==> src/rtl/afc_consts.vh <==
// Register offsets, field positions, reset values and codes for fan control
`ifndef AFC_CONSTS_VH
`define AFC_CONSTS_VH
`define AFC_OFF_MAN1     8'h30
`define AFC_OFF_MAN2     8'h31
`define AFC_OFF_MAN3     8'h32
`define AFC_OFF_CEIL1    8'h38
`define AFC_OFF_CEIL2    8'h39
`define AFC_OFF_CEIL3    8'h3A
`define AFC_OFF_CFG1     8'h5C
`define AFC_OFF_CFG2     8'h5D
`define AFC_OFF_CFG3     8'h5E
`define AFC_OFF_ACOU     8'h62
`define AFC_OFF_FLOOR1   8'h64
`define AFC_OFF_FLOOR2   8'h65
`define AFC_OFF_FLOOR3   8'h66
`define AFC_OFF_TSTA     8'h67
`define AFC_OFF_TSTL     8'h68
`define AFC_OFF_TSTB     8'h69
`define AFC_OFF_HYST     8'h6A
`define AFC_OFF_STATUS   8'h6B
`define AFC_BHV_HI       7
`define AFC_BHV_LO       5
`define AFC_FMT_BIT      0
`define AFC_KEEP1_BIT    5
`define AFC_BHV_REM_A    3'h0
`define AFC_BHV_LOCAL    3'h1
`define AFC_BHV_REM_B    3'h2
`define AFC_BHV_FULL     3'h3
`define AFC_BHV_OFF      3'h4
`define AFC_BHV_LB_MAX   3'h5
`define AFC_BHV_ALL_MAX  3'h6
`define AFC_BHV_MANUAL   3'h7
`define AFC_RST_CFG      8'h80
`define AFC_RST_CEIL     8'hFF
`define AFC_RST_FLOOR    8'h80
`define AFC_RST_TSTART   8'h9A
`define AFC_RST_HYST     8'h04
`define AFC_RST_MAN      8'h00
`define AFC_RST_ACOU     8'h00
`define AFC_DUTY_FULL    8'hFF
`define AFC_TACHOMETER_INPUT_EDGES   2'h2
`endif

==> src/rtl/afc_fan_mux.v <==
// Fan drive selection, start and stop thresholds and duty limits
// Contract
// - Behaviour 011 drives the output at full duty regardless of temperature.
// - Behaviour 100 holds the output off; that code is the reset value.
// - Behaviour 111 is manual: the writable duty register sets output duty.
// - Behaviour 101 drives the larger duty of local and remote B.
// - Behaviour 000 derives automatic duty from remote A alone.
// - Behaviour 001 derives automatic duty from local alone.
// - Behaviour 010 derives automatic duty from remote B alone.
// - Behaviour 110 drives the largest duty of all three channels.
// - Each channel has an 8-bit start threshold, twos-complement or offset-64.
// - Above the start threshold the fan turns on at its floor duty.
// - Fan turns off below threshold minus hysteresis unless keep-floor is set.
// - On turn-on the fan spins at full until two tachometer_input rising edges.
// - Acoustic bits 7,6,5 keep outputs 3,2,1 at floor below threshold.
// - Outputs sharing a channel share its threshold but use own floors.
// - Each output has an 8-bit floor duty register, 0.39 percent steps.
// - Automatic duty never exceeds the output ceiling except on overtemp and during spin-up full duty.
// - Overtemperature forces all outputs to full duty, ignoring ceilings.
// - Ceiling registers reset to 0xFF, which imposes no limit.
// - Each output has an 8-bit ceiling register coded like the floor.
//
// Local design decision: the Wishbone slave port.
`timescale 1ns/1ps
`default_nettype none
`include "afc_consts.vh"
module afc_fan_mux #(
  parameter integer NOUT = 3
) (
  input  wire        clk_i,
  input  wire        rst_i,
  input  wire        cyc_i,
  input  wire        stb_i,
  input  wire        we_i,
  input  wire [7:0]  adr_i,
  input  wire [3:0]  sel_i,
  input  wire [31:0] dat_i,
  output reg  [31:0] dat_o,
  output reg         ack_o,
  output reg         err_o,
  input  wire [7:0]  temp_remote_a_i,
  input  wire [7:0]  temp_local_i,
  input  wire [7:0]  temp_remote_b_i,
  input  wire        overtemp_signal_i,
  input  wire [2:0]  tachometer_input_i,
  output reg  [7:0]  fan_drive_output_1_o,
  output reg  [7:0]  fan_drive_output_2_o,
  output reg  [7:0]  fan_drive_output_3_o
);

  // Register file
  reg [7:0] man_duty [0:2];
  reg [7:0] ceil     [0:2];
  reg [7:0] floor_r  [0:2];
  reg [7:0] cfg      [0:2];
  reg [7:0] tstart   [0:2];
  reg [7:0] acou;
  reg [7:0] fan_off_hysteresis;

  // Synchronisers for pin inputs
  reg       ot_s1;
  reg       ot_s2;
  reg [2:0] tachometer_input_s1;
  reg [2:0] tachometer_input_s2;
  reg [2:0] tachometer_input_d;

  // Per-channel on state and per-output spin-up state
  reg [2:0] chan_on;
  reg [2:0] spin;
  reg [1:0] edges [0:2];
  reg [2:0] was_on;

  wire [7:0] temps [0:2];
  assign temps[0] = temp_remote_a_i;
  assign temps[1] = temp_local_i;
  assign temps[2] = temp_remote_b_i;

  wire req = cyc_i & stb_i & ~ack_o & ~err_o;
  wire wr  = req & we_i & sel_i[0];
  wire offset64 = acou[`AFC_FMT_BIT];

  // Map a reading to an unsigned ordering key
  function [8:0] tkey;
    input [7:0] t;
    input       off64;
    begin
      if (off64)
        tkey = {1'b0, t};
      else
        tkey = {1'b0, t[7] ^ 1'b1, t[6:0]};
    end
  endfunction

  function [7:0] max8;
    input [7:0] a;
    input [7:0] b;
    begin
      max8 = (a > b) ? a : b;
    end
  endfunction

  // True when a configuration byte selects software duty
  function is_manual;
    input [7:0] cfg_byte;
    begin
      is_manual = (cfg_byte[`AFC_BHV_HI:`AFC_BHV_LO] == `AFC_BHV_MANUAL);
    end
  endfunction

  // Address decode
  reg        hit;
  reg [31:0] rdata;
  always @* begin
    hit   = 1'b1;
    rdata = 32'h0000_0000;
    if (adr_i == `AFC_OFF_MAN1)
      rdata[7:0] = man_duty[0];
    else if (adr_i == `AFC_OFF_MAN2)
      rdata[7:0] = man_duty[1];
    else if (adr_i == `AFC_OFF_MAN3)
      rdata[7:0] = man_duty[2];
    else if (adr_i == `AFC_OFF_CEIL1)
      rdata[7:0] = ceil[0];
    else if (adr_i == `AFC_OFF_CEIL2)
      rdata[7:0] = ceil[1];
    else if (adr_i == `AFC_OFF_CEIL3)
      rdata[7:0] = ceil[2];
    else if (adr_i == `AFC_OFF_CFG1)
      rdata[7:0] = cfg[0];
    else if (adr_i == `AFC_OFF_CFG2)
      rdata[7:0] = cfg[1];
    else if (adr_i == `AFC_OFF_CFG3)
      rdata[7:0] = cfg[2];
    else if (adr_i == `AFC_OFF_ACOU)
      rdata[7:0] = acou;
    else if (adr_i == `AFC_OFF_FLOOR1)
      rdata[7:0] = floor_r[0];
    else if (adr_i == `AFC_OFF_FLOOR2)
      rdata[7:0] = floor_r[1];
    else if (adr_i == `AFC_OFF_FLOOR3)
      rdata[7:0] = floor_r[2];
    else if (adr_i == `AFC_OFF_TSTA)
      rdata[7:0] = tstart[0];
    else if (adr_i == `AFC_OFF_TSTL)
      rdata[7:0] = tstart[1];
    else if (adr_i == `AFC_OFF_TSTB)
      rdata[7:0] = tstart[2];
    else if (adr_i == `AFC_OFF_HYST)
      rdata[7:0] = fan_off_hysteresis;
    else if (adr_i == `AFC_OFF_STATUS)
      rdata[7:0] = {1'b0, spin, 1'b0, chan_on};
    else
      hit = 1'b0;
  end

  // Bus answer one cycle after request; unmapped gives err
  always @(posedge clk_i) begin
    if (rst_i) begin
      ack_o <= 1'b0;
      err_o <= 1'b0;
      dat_o <= 32'h0000_0000;
    end else begin
      ack_o <= req & hit;
      err_o <= req & ~hit;
      dat_o <= (req & hit & ~we_i) ? rdata : 32'h0000_0000;
    end
  end

  // Register writes
  integer i;
  always @(posedge clk_i) begin
    if (rst_i) begin
      for (i = 0; i < 3; i = i + 1) begin
        man_duty[i] <= `AFC_RST_MAN;
        ceil[i]     <= `AFC_RST_CEIL;
        floor_r[i]  <= `AFC_RST_FLOOR;
        cfg[i]      <= `AFC_RST_CFG;
        tstart[i]   <= `AFC_RST_TSTART;
      end
      acou               <= `AFC_RST_ACOU;
      fan_off_hysteresis <= `AFC_RST_HYST;
    end else if (wr) begin
      if (adr_i == `AFC_OFF_MAN1 && is_manual(cfg[0]))
        man_duty[0] <= dat_i[7:0];
      else if (adr_i == `AFC_OFF_MAN2 && is_manual(cfg[1]))
        man_duty[1] <= dat_i[7:0];
      else if (adr_i == `AFC_OFF_MAN3 && is_manual(cfg[2]))
        man_duty[2] <= dat_i[7:0];
      else if (adr_i == `AFC_OFF_CEIL1)
        ceil[0] <= dat_i[7:0];
      else if (adr_i == `AFC_OFF_CEIL2)
        ceil[1] <= dat_i[7:0];
      else if (adr_i == `AFC_OFF_CEIL3)
        ceil[2] <= dat_i[7:0];
      else if (adr_i == `AFC_OFF_CFG1)
        cfg[0] <= dat_i[7:0];
      else if (adr_i == `AFC_OFF_CFG2)
        cfg[1] <= dat_i[7:0];
      else if (adr_i == `AFC_OFF_CFG3)
        cfg[2] <= dat_i[7:0];
      else if (adr_i == `AFC_OFF_ACOU)
        acou <= dat_i[7:0];
      else if (adr_i == `AFC_OFF_FLOOR1)
        floor_r[0] <= dat_i[7:0];
      else if (adr_i == `AFC_OFF_FLOOR2)
        floor_r[1] <= dat_i[7:0];
      else if (adr_i == `AFC_OFF_FLOOR3)
        floor_r[2] <= dat_i[7:0];
      else if (adr_i == `AFC_OFF_TSTA)
        tstart[0] <= dat_i[7:0];
      else if (adr_i == `AFC_OFF_TSTL)
        tstart[1] <= dat_i[7:0];
      else if (adr_i == `AFC_OFF_TSTB)
        tstart[2] <= dat_i[7:0];
      else if (adr_i == `AFC_OFF_HYST)
        fan_off_hysteresis <= dat_i[7:0];
    end
  end

  // Pin synchronisers
  always @(posedge clk_i) begin
    if (rst_i) begin
      ot_s1   <= 1'b0;
      ot_s2   <= 1'b0;
      tachometer_input_s1 <= 3'h0;
      tachometer_input_s2 <= 3'h0;
      tachometer_input_d  <= 3'h0;
    end else begin
      ot_s1   <= overtemp_signal_i;
      ot_s2   <= ot_s1;
      tachometer_input_s1 <= tachometer_input_i;
      tachometer_input_s2 <= tachometer_input_s1;
      tachometer_input_d  <= tachometer_input_s2;
    end
  end

  // Channel on/off with hysteresis, shared by all outputs on the channel
  reg [8:0] k_t;
  reg [8:0] k_on;
  reg [9:0] k_off;
  reg [2:0] next_chan_on;
  integer c;
  always @* begin
    next_chan_on = chan_on;
    k_t   = 9'h000;
    k_on  = 9'h000;
    k_off = 10'h000;
    for (c = 0; c < 3; c = c + 1) begin
      k_t   = tkey(temps[c], offset64);
      k_on  = tkey(tstart[c], offset64);
      k_off = {1'b0, k_on} - {2'b00, fan_off_hysteresis};
      if (k_t > k_on)
        next_chan_on[c] = 1'b1;
      else if (k_off[9] || {1'b0, k_t} < k_off)
        next_chan_on[c] = k_off[9] ? chan_on[c] : 1'b0;
    end
  end

  always @(posedge clk_i) begin
    if (rst_i)
      chan_on <= 3'h0;
    else
      chan_on <= next_chan_on;
  end

  // Per-output source selection and duty
  reg [7:0] duty  [0:2];
  reg [2:0] run;
  reg [2:0] want;
  reg [7:0] d;
  reg [2:0] b;
  reg [7:0] ch_a;
  reg [7:0] ch_l;
  reg [7:0] ch_b;
  reg [7:0] auto_d;
  integer o;
  always @* begin
    d = 8'h00;
    b = 3'h0;
    ch_a   = 8'h00;
    ch_l   = 8'h00;
    ch_b   = 8'h00;
    auto_d = 8'h00;
    for (o = 0; o < 3; o = o + 1) begin
      b       = cfg[o][`AFC_BHV_HI:`AFC_BHV_LO];
      want[o] = 1'b0;
      duty[o] = 8'h00;
      run[o]  = 1'b0;
      case (b)
        `AFC_BHV_REM_A:   run[o] = chan_on[0];
        `AFC_BHV_LOCAL:   run[o] = chan_on[1];
        `AFC_BHV_REM_B:   run[o] = chan_on[2];
        `AFC_BHV_LB_MAX:  run[o] = |chan_on[2:1];
        `AFC_BHV_ALL_MAX: run[o] = |chan_on;
        default:          run[o] = 1'b0;
      endcase
      // Floor then ceiling: the ceiling wins when set below the floor
      d = floor_r[o];
      if (d > ceil[o])
        d = ceil[o];
      // Per-channel duty, then the largest of the selected channels
      ch_a = chan_on[0] ? d : 8'h00;
      ch_l = chan_on[1] ? d : 8'h00;
      ch_b = chan_on[2] ? d : 8'h00;
      case (b)
        `AFC_BHV_REM_A:   auto_d = ch_a;
        `AFC_BHV_LOCAL:   auto_d = ch_l;
        `AFC_BHV_REM_B:   auto_d = ch_b;
        `AFC_BHV_LB_MAX:  auto_d = max8(ch_l, ch_b);
        `AFC_BHV_ALL_MAX: auto_d = max8(ch_a, max8(ch_l, ch_b));
        default:          auto_d = 8'h00;
      endcase
      case (b)
        `AFC_BHV_FULL:   duty[o] = `AFC_DUTY_FULL;
        `AFC_BHV_OFF:    duty[o] = 8'h00;
        `AFC_BHV_MANUAL: duty[o] = man_duty[o];
        `AFC_BHV_REM_A,
        `AFC_BHV_LOCAL,
        `AFC_BHV_REM_B,
        `AFC_BHV_LB_MAX,
        `AFC_BHV_ALL_MAX: begin
          want[o] = run[o];
          // Full from the turn-on cycle, before spin is registered
          if (run[o] && (spin[o] || !was_on[o]))
            duty[o] = `AFC_DUTY_FULL;
          else if (run[o])
            duty[o] = auto_d;
          else if (acou[`AFC_KEEP1_BIT + o])
            duty[o] = d;
          else
            duty[o] = 8'h00;
        end
        default:         duty[o] = 8'h00;
      endcase
      if (ot_s2)
        duty[o] = `AFC_DUTY_FULL;
    end
  end

  // Spin-up: full duty until two tachometer_input rising edges after turn-on
  integer s;
  always @(posedge clk_i) begin
    if (rst_i) begin
      spin   <= 3'h0;
      was_on <= 3'h0;
      for (s = 0; s < 3; s = s + 1)
        edges[s] <= 2'h0;
    end else begin
      was_on <= want;
      for (s = 0; s < 3; s = s + 1) begin
        if (want[s] && !was_on[s]) begin
          spin[s]  <= 1'b1;
          edges[s] <= 2'h0;
        end else if (!want[s]) begin
          spin[s]  <= 1'b0;
        end else if (spin[s] && tachometer_input_s2[s] && !tachometer_input_d[s]) begin
          if (edges[s] + 2'h1 >= `AFC_TACHOMETER_INPUT_EDGES)
            spin[s] <= 1'b0;
          edges[s] <= edges[s] + 2'h1;
        end
      end
    end
  end

  // Registered duty outputs
  always @(posedge clk_i) begin
    if (rst_i) begin
      fan_drive_output_1_o <= 8'h00;
      fan_drive_output_2_o <= 8'h00;
      fan_drive_output_3_o <= 8'h00;
    end else begin
      fan_drive_output_1_o <= duty[0];
      fan_drive_output_2_o <= duty[1];
      fan_drive_output_3_o <= duty[2];
    end
  end

endmodule
`default_nettype wire

==> config.mk <==
export PLATFORM = sky130hd
export DESIGN_NAME = afc_fan_mux
export DESIGN_NICKNAME = d
export VERILOG_FILES = /design/src/rtl/afc_fan_mux.v
export VERILOG_INCLUDE_DIRS = /design/src /design/src/rtl
export SDC_FILE = /design/constraint.sdc
export NUM_CORES = 1
export LEC_CHECK = 0
export BUFFER_PORTS_ARGS = -buffer_cell sky130_fd_sc_hd__buf_2
export CAP_MARGIN = 20
export CORE_ASPECT_RATIO = 0.75
export CORE_MARGIN = 5
export CORE_UTILIZATION = 43
export CTS_CLUSTER_DIAMETER = 50
export CTS_CLUSTER_SIZE = 14
export DETAILED_ROUTE_END_ITERATION = 10
export GPL_ROUTABILITY_DRIVEN = 0
export PLACE_DENSITY = 0.59
export SYNTH_ARGS = -nofsm -noshare
export SYNTH_HDL_FRONTEND = slang
export SYNTH_SLANG_ARGS = --single-unit
==> constraint.sdc <==
create_clock -name clk_i -period 7.25 [get_ports clk_i]
set_input_delay 0.725 -clock clk_i [delete_from_list [all_inputs] [get_ports clk_i]]
set_output_delay 0.725 -clock clk_i [all_outputs]
set_load 0.05 [all_outputs]
Word level (Yosys, flattened, before mapping)
Memory sizes are Yosys's and may differ from the RTL's.
Cells that the tools add are included.
Widths: inputs -> output; s select.
{"block": "word_totals", "ramBits": 126, "reg_bits": 94, "output_inout_bits": 58, "input_bits": 77, "memories": 6}
{"block": "classes", "mux": 323, "n_addsub": 6, "eq_ne": 48, "order_cmp": 18, "n_reduce_logical": 47, "bitwise": 56}
{"memory": "ceil", "depth": 3, "word_bits": 8, "read_ports": 3, "rd_ports_with_merged_regs": 0, "wr": 3, "line_no": "afc_fan_mux.v:53", "source": "reg [7:0] ceil [0:2];"}
{"memory": "cfg", "depth": 3, "word_bits": 8, "read_ports": 3, "rd_ports_with_merged_regs": 0, "wr": 3, "line_no": "afc_fan_mux.v:55", "source": "reg [7:0] cfg [0:2];"}
{"memory": "floor_r", "depth": 3, "word_bits": 8, "read_ports": 3, "rd_ports_with_merged_regs": 0, "wr": 3, "line_no": "afc_fan_mux.v:54", "source": "reg [7:0] floor_r [0:2];"}
{"memory": "man_duty", "depth": 3, "word_bits": 8, "read_ports": 3, "rd_ports_with_merged_regs": 0, "wr": 3, "line_no": "afc_fan_mux.v:52", "source": "reg [7:0] man_duty [0:2];"}
{"memory": "tstart", "depth": 3, "word_bits": 8, "read_ports": 3, "rd_ports_with_merged_regs": 0, "wr": 3, "line_no": "afc_fan_mux.v:56", "source": "reg [7:0] tstart [0:2];"}
{"memory": "edges", "depth": 3, "word_bits": 2, "read_ports": 3, "rd_ports_with_merged_regs": 0, "wr": 3, "line_no": "afc_fan_mux.v:70", "source": "reg [1:0] edges [0:2];"}
{"cell": "$mux 8", "count": 68}
{"cell": "$mux 1", "count": 239}
{"cell": "$pmux 8 s5", "count": 3}
{"cell": "$eq 8x7->1 const B", "count": 12}
{"cell": "$pmux 8 s4", "count": 3}
{"cell": "$gt 8x8->1", "count": 9}
{"cell": "$eq 8x6->1 const B", "count": 6}
{"cell": "$eq 3x3->1 const B", "count": 12}
{"cell": "$lt 9x10->1", "count": 3}
{"cell": "$sub 9x8->10", "count": 3}
{"cell": "$gt 9x9->1", "count": 3}
{"cell": "$not 1->1", "count": 27}
{"cell": "$or 1x1->1", "count": 21}
{"cell": "$eq 3x2->1 const B", "count": 6}
{"cell": "$ne 3x1->1 const B", "count": 6}
{"cell": "$reduce_and 18->1", "count": 1}
{"cell": "$logic_and 1x1->1", "count": 15}
{"cell": "$pmux 1 s5", "count": 3}
{"cell": "$reduce_or 5->1", "count": 3}
{"cell": "$mux 2", "count": 6}
{"cell": "$reduce_and 2->1", "count": 6}
{"cell": "$reduce_and 11->1", "count": 1}
{"cell": "$eq 3x1->1 const B", "count": 3}
{"cell": "$logic_not 3->1", "count": 3}
{"cell": "10 further kinds", "count": 36}

Longest topological paths before layout
Gate-level depths: netlist of run 1.
{"block": "logic_depth", "ltp_word": 23, "mapped_depth": 25, "mapped_depth_nobuf": 24}

Least setup slack after synthesis of run 1
Ideal clock, no wire load.
{"block": "synth_timing", "path_type": "register to register", "start": "memory floor_r[0][7]", "end": "register fan_drive_output_1_o[0]", "slack_ps": 2273, "stages_incl_launch_ff": 23, "t_required_ps": 7167, "t_arrival_ps": 4894, "path_cell_list": "edfxtp_1 -> ha_1 -> nand2_1 -> o21ai_0 -> mux2i_1 -> nor2_1 -> buf_2 -> mux2_2 -> and2_1 -> ha_1 -> nand3_1 -> nor3_1 -> a21oi_1 -> nand2_1 -> mux2_2 -> nor2b_1 -> ha_1 -> nand4_1 -> o21a_1 -> o311a_1 -> nor4_1 -> o21ai_1 -> o221ai_1"}
{"element": "start, declared", "line_no": "afc_fan_mux.v:54"}
{"element": "end signal, assigned", "line_no": "afc_fan_mux.v:372", "source": "fan_drive_output_1_o <= duty[0];"}
{"element": "end, declared", "line_no": "afc_fan_mux.v:46", "source": "output reg [7:0] fan_drive_output_1_o,"}

==> results of run 1 <==
## layout make-up
class,count,area (um2)
repair buffers,102,556
clock buffers,18,429
flip-flops and latches,196,5180
well taps,406,508
multi-input cells,1093,7840
clock inverters,14,178
fillers,2972,16400
inverters,87,327
## layout by cell type (no fill, tap or decap), types with 6 or more instances in the layout
cell and count:
nor3_1 25, mux4_2 6, dfxtp_1 70, ha_1 149, or3_1 6, mux2_2 31, nor2b_1 47, a211oi_1 6
inv_1 87, edfxtp_1 126, mux2i_1 37, nand4_1 17, nand3_1 20, a21o_1 18, o221ai_1 11, a21oi_1 100
buf_2 84, a22oi_1 15, and3_1 11, xnor2_1 17, or2_2 12, nand2_1 110, nand2b_1 29, xor2_1 8
o21a_1 22, o21ai_0 76, a221oi_1 8, o22ai_1 40, a31oi_1 12, buf_4 17, and2_1 76, clkbuf_16 17
o211ai_1 9, nor2_1 80, conb_1 24
## power by group
group	total [uW]	internal (uW)	switching [uW]
Clock	983	520	462
Combinational	533	187	346
Sequential	1270	1220	42.3
Total	2780	1930	850
## how the worst max path moves through the flow
stage,endpoint
2_1_floorplan,fan_drive_output_1_o[0]
3_3_place_gp,fan_drive_output_1_o[1]
3_5_place_dp,fan_drive_output_1_o[5]
4_1_cts,fan_drive_output_1_o[5]
5_1_grt,fan_drive_output_1_o[6]
6_report,fan_drive_output_1_o[5]
## worst register-to-register path: stages, from the launching register on
cell and delay, ps:
edfxtp_1 520, ha_1 380, nand2_1 60, o21ai_0 260
mux2i_1 120, nor2_1 90, buf_4 250, mux2_2 410
and2_1 170, ha_1 290, a21o_1 180, a21oi_1 230
o2111ai_1 220, nand2_1 110, mux2_2 410, nand2_1 90
ha_1 250, a21oi_1 160, o21ai_0 150, o21a_1 160
o311a_1 330, nor4_1 260, o21ai_1 260, o221ai_1 300
## kinds of logic after synthesis
group	count (synthesis)	synth area share [%]
AO/OA/AOI/OAI	367	17.2
flip-flops	196	37.6
other	1	0.0272
multiplexers	74	6.19
XOR/XNOR	25	1.59
buffers and inverters	173	6.26
AND/OR/NAND/NOR	451	17.2
adder cells (fa/ha/maj)	152	13.9
## registers in the layout, summed over array words and instances, names as in the netlist, 6 cells and up
signal                flops
fan_off_hysteresis        8
fan_drive_output_1_o      8
edges                     6
cfg                      24
acou                      8
dat_o                     8
floor_r                  24
fan_drive_output_3_o      8
man_duty                 24
ceil                     24
tstart                   24
fan_drive_output_2_o      8
## cell usage after synthesis, types with 29 or more instances
master,n
inv_1,87
and2_1,76
dfxtp_1,70
nor2_1,80
mux2_2,31
a21oi_1,100
edfxtp_1,126
ha_1,149
o22ai_1,40
mux2i_1,37
o21ai_0,76
clkbuf_1,30
nand2b_1,29
nand2_1,110
nor2b_1,47
## layer usage
| metal | global-route usage, % | wire length (um) | up-vias |
|---|---|---|---|
| met5 | 0 | 0 | - |
| met4 | 5.46 | 818 | 0 |
| met1 | 34.3 | 19800 | 5282 |
| met3 | 8.51 | 4710 | 52 |
| met2 | 33.8 | 17100 | 517 |
| li1 | - | - | 5329 |
## through the flow
step           area, um2  hold slack [ps]  instances
3_5_place_dp       14400              423       1882
5_1_grt            15000              456       1916
6_report           15000              427       1916
2_1_floorplan      13900              414       1462
3_3_place_gp       14400              422       1880
4_1_cts            15000              432       1914
==> run summary, run 1 <==
Status: finished, final reports clean
Reg2reg setup slack: 1510 ps
Die height: 165 um
# rows: 56
Min-delay worst type: flip-flop to flip-flop
Hold path startpoint: ot_s1
IR drop worst, VDD: 147 uV
Pwr dens: 185 mW/mm2
R2R Path Start: floor_r[0][7]
Initial antenna violation count: 0
Slowest stage cell, crit path: edfxtp_1
Drt pass-1 iters: 6
Fin crit share: 79.1%
Longest Clk Path Bufs: 2
Synth warn: 0
Unrepaired setup endpoints after global routing: no
Final min period: 5740 ps
Clk slew on worst S/H paths: 80 ps
Slew at the pin closest to its max-slew limit: 1160 ps
CORE AREA: 0.0315 mm2
Final Hold Viols: 0
CP top delay family: compound AO/OA/AOI/OAI gates
Clock sink count: 196
Peak per-stage delay on the critical path: 520 ps
Fin nets: 1726
First-pass GRT wire length: 63800 um
CP max FO: 15
H-tree depth: 4
WS Path Type: flip-flop to flip-flop
Pre-CTS WS: 1600 ps
Residual DRC count: 0
Crit path cell chain: ha_1 > nand2_1 > o21ai_0 > mux2i_1 > nor2_1 > buf_4 > mux2_2 > and2_1 > ha_1 > a21o_1 > a21oi_1 > o2111ai_1 > nand2_1 > mux2_2 > nand2_1 > ha_1 > a21oi_1 > o21ai_0 > o21a_1 > o311a_1 > nor4_1 > o21ai_1 > o221ai_1
CTS buffer count: 17
Number of global-route vias before repair: 10600
Crit path buf inv count: 1
Tot GR Track Use: 23.7%
Startpoint Class: flip-flop
Critical Path RT: 7610 ps
Post-synth EDFFs: 126
Sequential area share after synthesis: 37.6%
Final setup viols: 0
Die Area: 0.0358 mm2
Yosys top cell by area: edfxtp_1
Synthesis-to-layout area growth: 8.83%
Reg2reg path depth: 23
Final setup margin: 1510 ps
Total Wirelength: 42500 um
F_max: 174 MHz
Flop and latch count out of synthesis: 196
Largest net degree at the start of global routing: 64
Layout cells sized above 1: 13.8%
Synth cell types: 82
Clk_lat worst skew: 450 ps
Crit path arrival time: 6090 ps
Most used DFF post-synth: edfxtp_1
Reg2Reg Capture Point: fan_drive_output_1_o[5]
Number of nets with antenna violations after routing: 0
Hold_buf cts: 0
Final TNS setup: 0 ps
Cell Area, Synth: 0.0138 mm2
Hold path depth: 1
Final clock skew: 13.8 ps
Total grt overflow: 0
Via Count: 11200
Critical Path Sink Type: flip-flop
Final Util: 47.8%
Max_slew headroom: 22.8%
CTS tree: built
Post-CTS resize count: 0
Crit path from: floor_r[0][7]
IO buf count: 83
Fraction of registers with async set/reset: 0%
Die X: 217 um
Vias per cell: 5.84
Final slew viol count: 0
Avg Cell Area, Syn: 9.59 um2
CP Depth: 23
Diode count: 0
1st-iter DRT viols: 1133
Mapped Cells: 1439
# Max-Cap Violations: 0
Tot Pwr: 2780 uW
Ranking of synthesized cells by area: edfxtp_1, ha_1, dfxtp_1, a21oi_1, and2_1
Post-CTS Setup Inserts: 0
Hold worst-path end: ot_s2
CTS root buffer: clkbuf_16
Initial Utilization: 43.9%
Top-area cell type share of the netlist area: 27.4%
Post-DP HPWL: 33000 um
LEAKAGE: 0.00619 uW
Number of top-level pins: 135
Routed WL per cell: 22.2 um
No activity file was read; power rests on OpenSTA's default activity.
==> run 2, diff against run 1 <==
--- a/config.mk
+++ b/config.mk
@@ -15,7 +15,7 @@
 export CTS_CLUSTER_SIZE = 14
 export DETAILED_ROUTE_END_ITERATION = 10
 export GPL_ROUTABILITY_DRIVEN = 0
-export PLACE_DENSITY = 0.59
+export PLACE_DENSITY = 0.61
 export SYNTH_ARGS = -nofsm -noshare
 export SYNTH_HDL_FRONTEND = slang
 export SYNTH_SLANG_ARGS = --single-unit
==> constraint.sdc (replaced) <==
create_clock -name clk_i -period 5 [get_ports clk_i]
set_input_delay 0.5 -clock clk_i [delete_from_list [all_inputs] [get_ports clk_i]]
set_output_delay 0.5 -clock clk_i [all_outputs]
set_load 0.05 [all_outputs]
==> run 2 against run 1 <==
  * The run now ends with negative setup slack left
  * Hold slack got worse by 170 ps
  * Global-route usage increased by 0.69 points
  * Maximum frequency increased by 13%
  * Critical endpoint is now fan_drive_output_1_o[4]
==> run summary, run 2 (synthesis gave the netlist of run 1 again) <==
Status: complete, but fails checks
Failing checks: negative setup slack
Most common cell after layout, fill and taps aside: ha_1
Slowest stage cell, crit path: edfxtp_1
Placed Instances: 1974
Cell Area, Placed: 0.0151 mm2
Final Util: 52.1%
Final setup margin: -81.0 ps
Reg2reg path depth: 24
Hold path depth: 2
Final hold slack: 261 ps
LEAKAGE: 0.00679 uW
First-pass GRT wire length: 66000 um
CORE AREA: 0.0315 mm2
Final Cell Area: 0.0164 mm2
Clock sink count: 196
Critical Path Sink Type: flip-flop
Max_slew headroom: 23.9%
Critical Path RT: 5370 ps
Layout cells sized above 1: 23.9%
Drt pass-1 iters: 6
# rows: 56
Number of top-level pins: 135
Min-delay worst type: input port to flip-flop
Routed WL per cell: 22.5 um
Final Hold Viols: 0
Initial Utilization: 43.9%
Die height: 165 um
Final min period: 5080 ps
Clk_lat worst skew: 450 ps
IR drop worst, VDD: 186 uV
Slew at the pin closest to its max-slew limit: 1140 ps
H-tree depth: 4
Fin crit share: 102%
Filler Cells Inserted: 2855
CTS root buffer: clkbuf_16
Tot GR Track Use: 24.3%
CP max FO: 8
Multi-input logic area: 0.00843 mm2
Final setup viols: 8
F_max: 197 MHz
Crit path arrival time: 5450 ps
Residual DRC count: 0
Peak per-stage delay on the critical path: 410 ps
CP Depth: 24
Die Area: 0.0358 mm2
# Max-Cap Violations: 0
Synthesis-to-layout area growth: 18.7%
CTS tree: built
Pwr dens: 254 mW/mm2
Die X: 217 um
Final TNS setup: -512 ps
CP top delay family: compound AO/OA/AOI/OAI gates
Startpoint Class: flip-flop
Via Count: 11900
WS Path Type: flip-flop to flip-flop
Longest Clk Path Bufs: 2
Post-DP HPWL: 34700 um
Largest net degree at the start of global routing: 63
Most frequent cells in the layout: ha_1, edfxtp_1, buf_4
Crit path buf inv count: 2
Total grt overflow: 0
Number of global-route vias before repair: 11000
Number of nets with antenna violations after routing: 0
Total Wirelength: 45600 um
Unrepaired setup endpoints after global routing: yes
Clk slew on worst S/H paths: 90 ps
Initial antenna violation count: 1
IO buf count: 83
1st-iter DRT viols: 1398
Vias per cell: 5.90
Hold_buf cts: 0
CTS buffer count: 17
Final clock skew: 17.8 ps
Fin nets: 1832
Crit path cell chain: inv_2 > ha_4 > nor2b_4 > o21ai_1 > nand2b_1 > a211oi_2 > nor2_4 > buf_6 > mux2_4 > and2_4 > ha_2 > a21o_1 > a21oi_2 > o2111ai_2 > nand2_1 > mux2_4 > nor2b_4 > ha_4 > nand4_1 > o21a_1 > o311a_1 > nor4_4 > o21ai_4 > o221ai_2
Seq. cell area: 0.00518 mm2
Post-route insts no fill: 2023
Final slew viol count: 0
[run 2: cell count changes in the layout (fill, tap and decap cells not counted), sizes merged]
cell and delta:
clkinv -2, diode +1, clkinvlp -1, bufinv -2, inv +4, buf +107
[run 2: final cells by class]
class	instances	area share (%)
flip-flops and latches	196	31.6
clock buffers	19	2.64
multi-input cells	1093	51.4
clock inverters	13	0.855
diodes	1	0.0153
repair buffers	208	8.36
well taps	406	3.10
inverters	87	1.99
[run 2: timing repair]
| item | CTS | global route |
|---|---|---|
| pin swaps | 6 | 29 |
| endpoints found under the setup margin | 24 | 24 |
| hold endpoints to repair | 0 | 0 |
| resized for setup | 20 | 94 |
| setup buffers | 8 | 6 |
| gates cloned | 0 | 1 |
[run 2: per-layer routing]
| layer | vias up | routed length [um] | GRT usage, % |
|---|---|---|---|
| met1 | 5729 | 20500 | 36.3 |
| li1 | 5543 | - | - |
| met5 | - | 0 | 0 |
| met4 | 0 | 842 | 4.74 |
| met3 | 63 | 5330 | 7.58 |
| met2 | 606 | 18900 | 34.9 |
[run 2: final timing paths]
kind | slack, ps | to | from
worst min-delay path | 260 | tachometer_input_s1[0] | tachometer_input_i[0]
worst max-delay path | -80 | fan_drive_output_1_o[4] | ceil[0][1]
worst min register to register | 440 | tachometer_input_s2[0] | tachometer_input_s1[0]
worst max register to register | -80 | fan_drive_output_1_o[4] | ceil[0][1]
[run 2: worst register-to-register path, delay by kind of cell, from the launching register on]
kind | cells | cell delay [ps]
AO/OA/AOI/OAI | 9 | 1910
AND/OR/NAND/NOR | 8 | 1160
multiplexers | 2 | 660
adder cells (fa/ha/maj) | 3 | 620
flip-flops | 1 | 410
buffers and inverters | 2 | 240
[run 2: where the power goes]
group | internal, uW | switching (uW) | total [uW] | leakage, uW
combinational | 379 | 587 | 966 | 0.00476
sequential | 1770 | 47.9 | 1820 | 0.00175
clock | 668 | 716 | 1380 | 0.000275
[run 2: stage by stage]
| step | setup WS [ps] | power, uW |
|---|---|---|
| after floorplan | 22.8 | 2420 |
| after global placement | -196 | 2670 |
| after detailed placement | -342 | 2690 |
| after CTS | 1.23 | 4060 |
| after global routing | -321 | 4320 |
| final | -81.0 | 4170 |
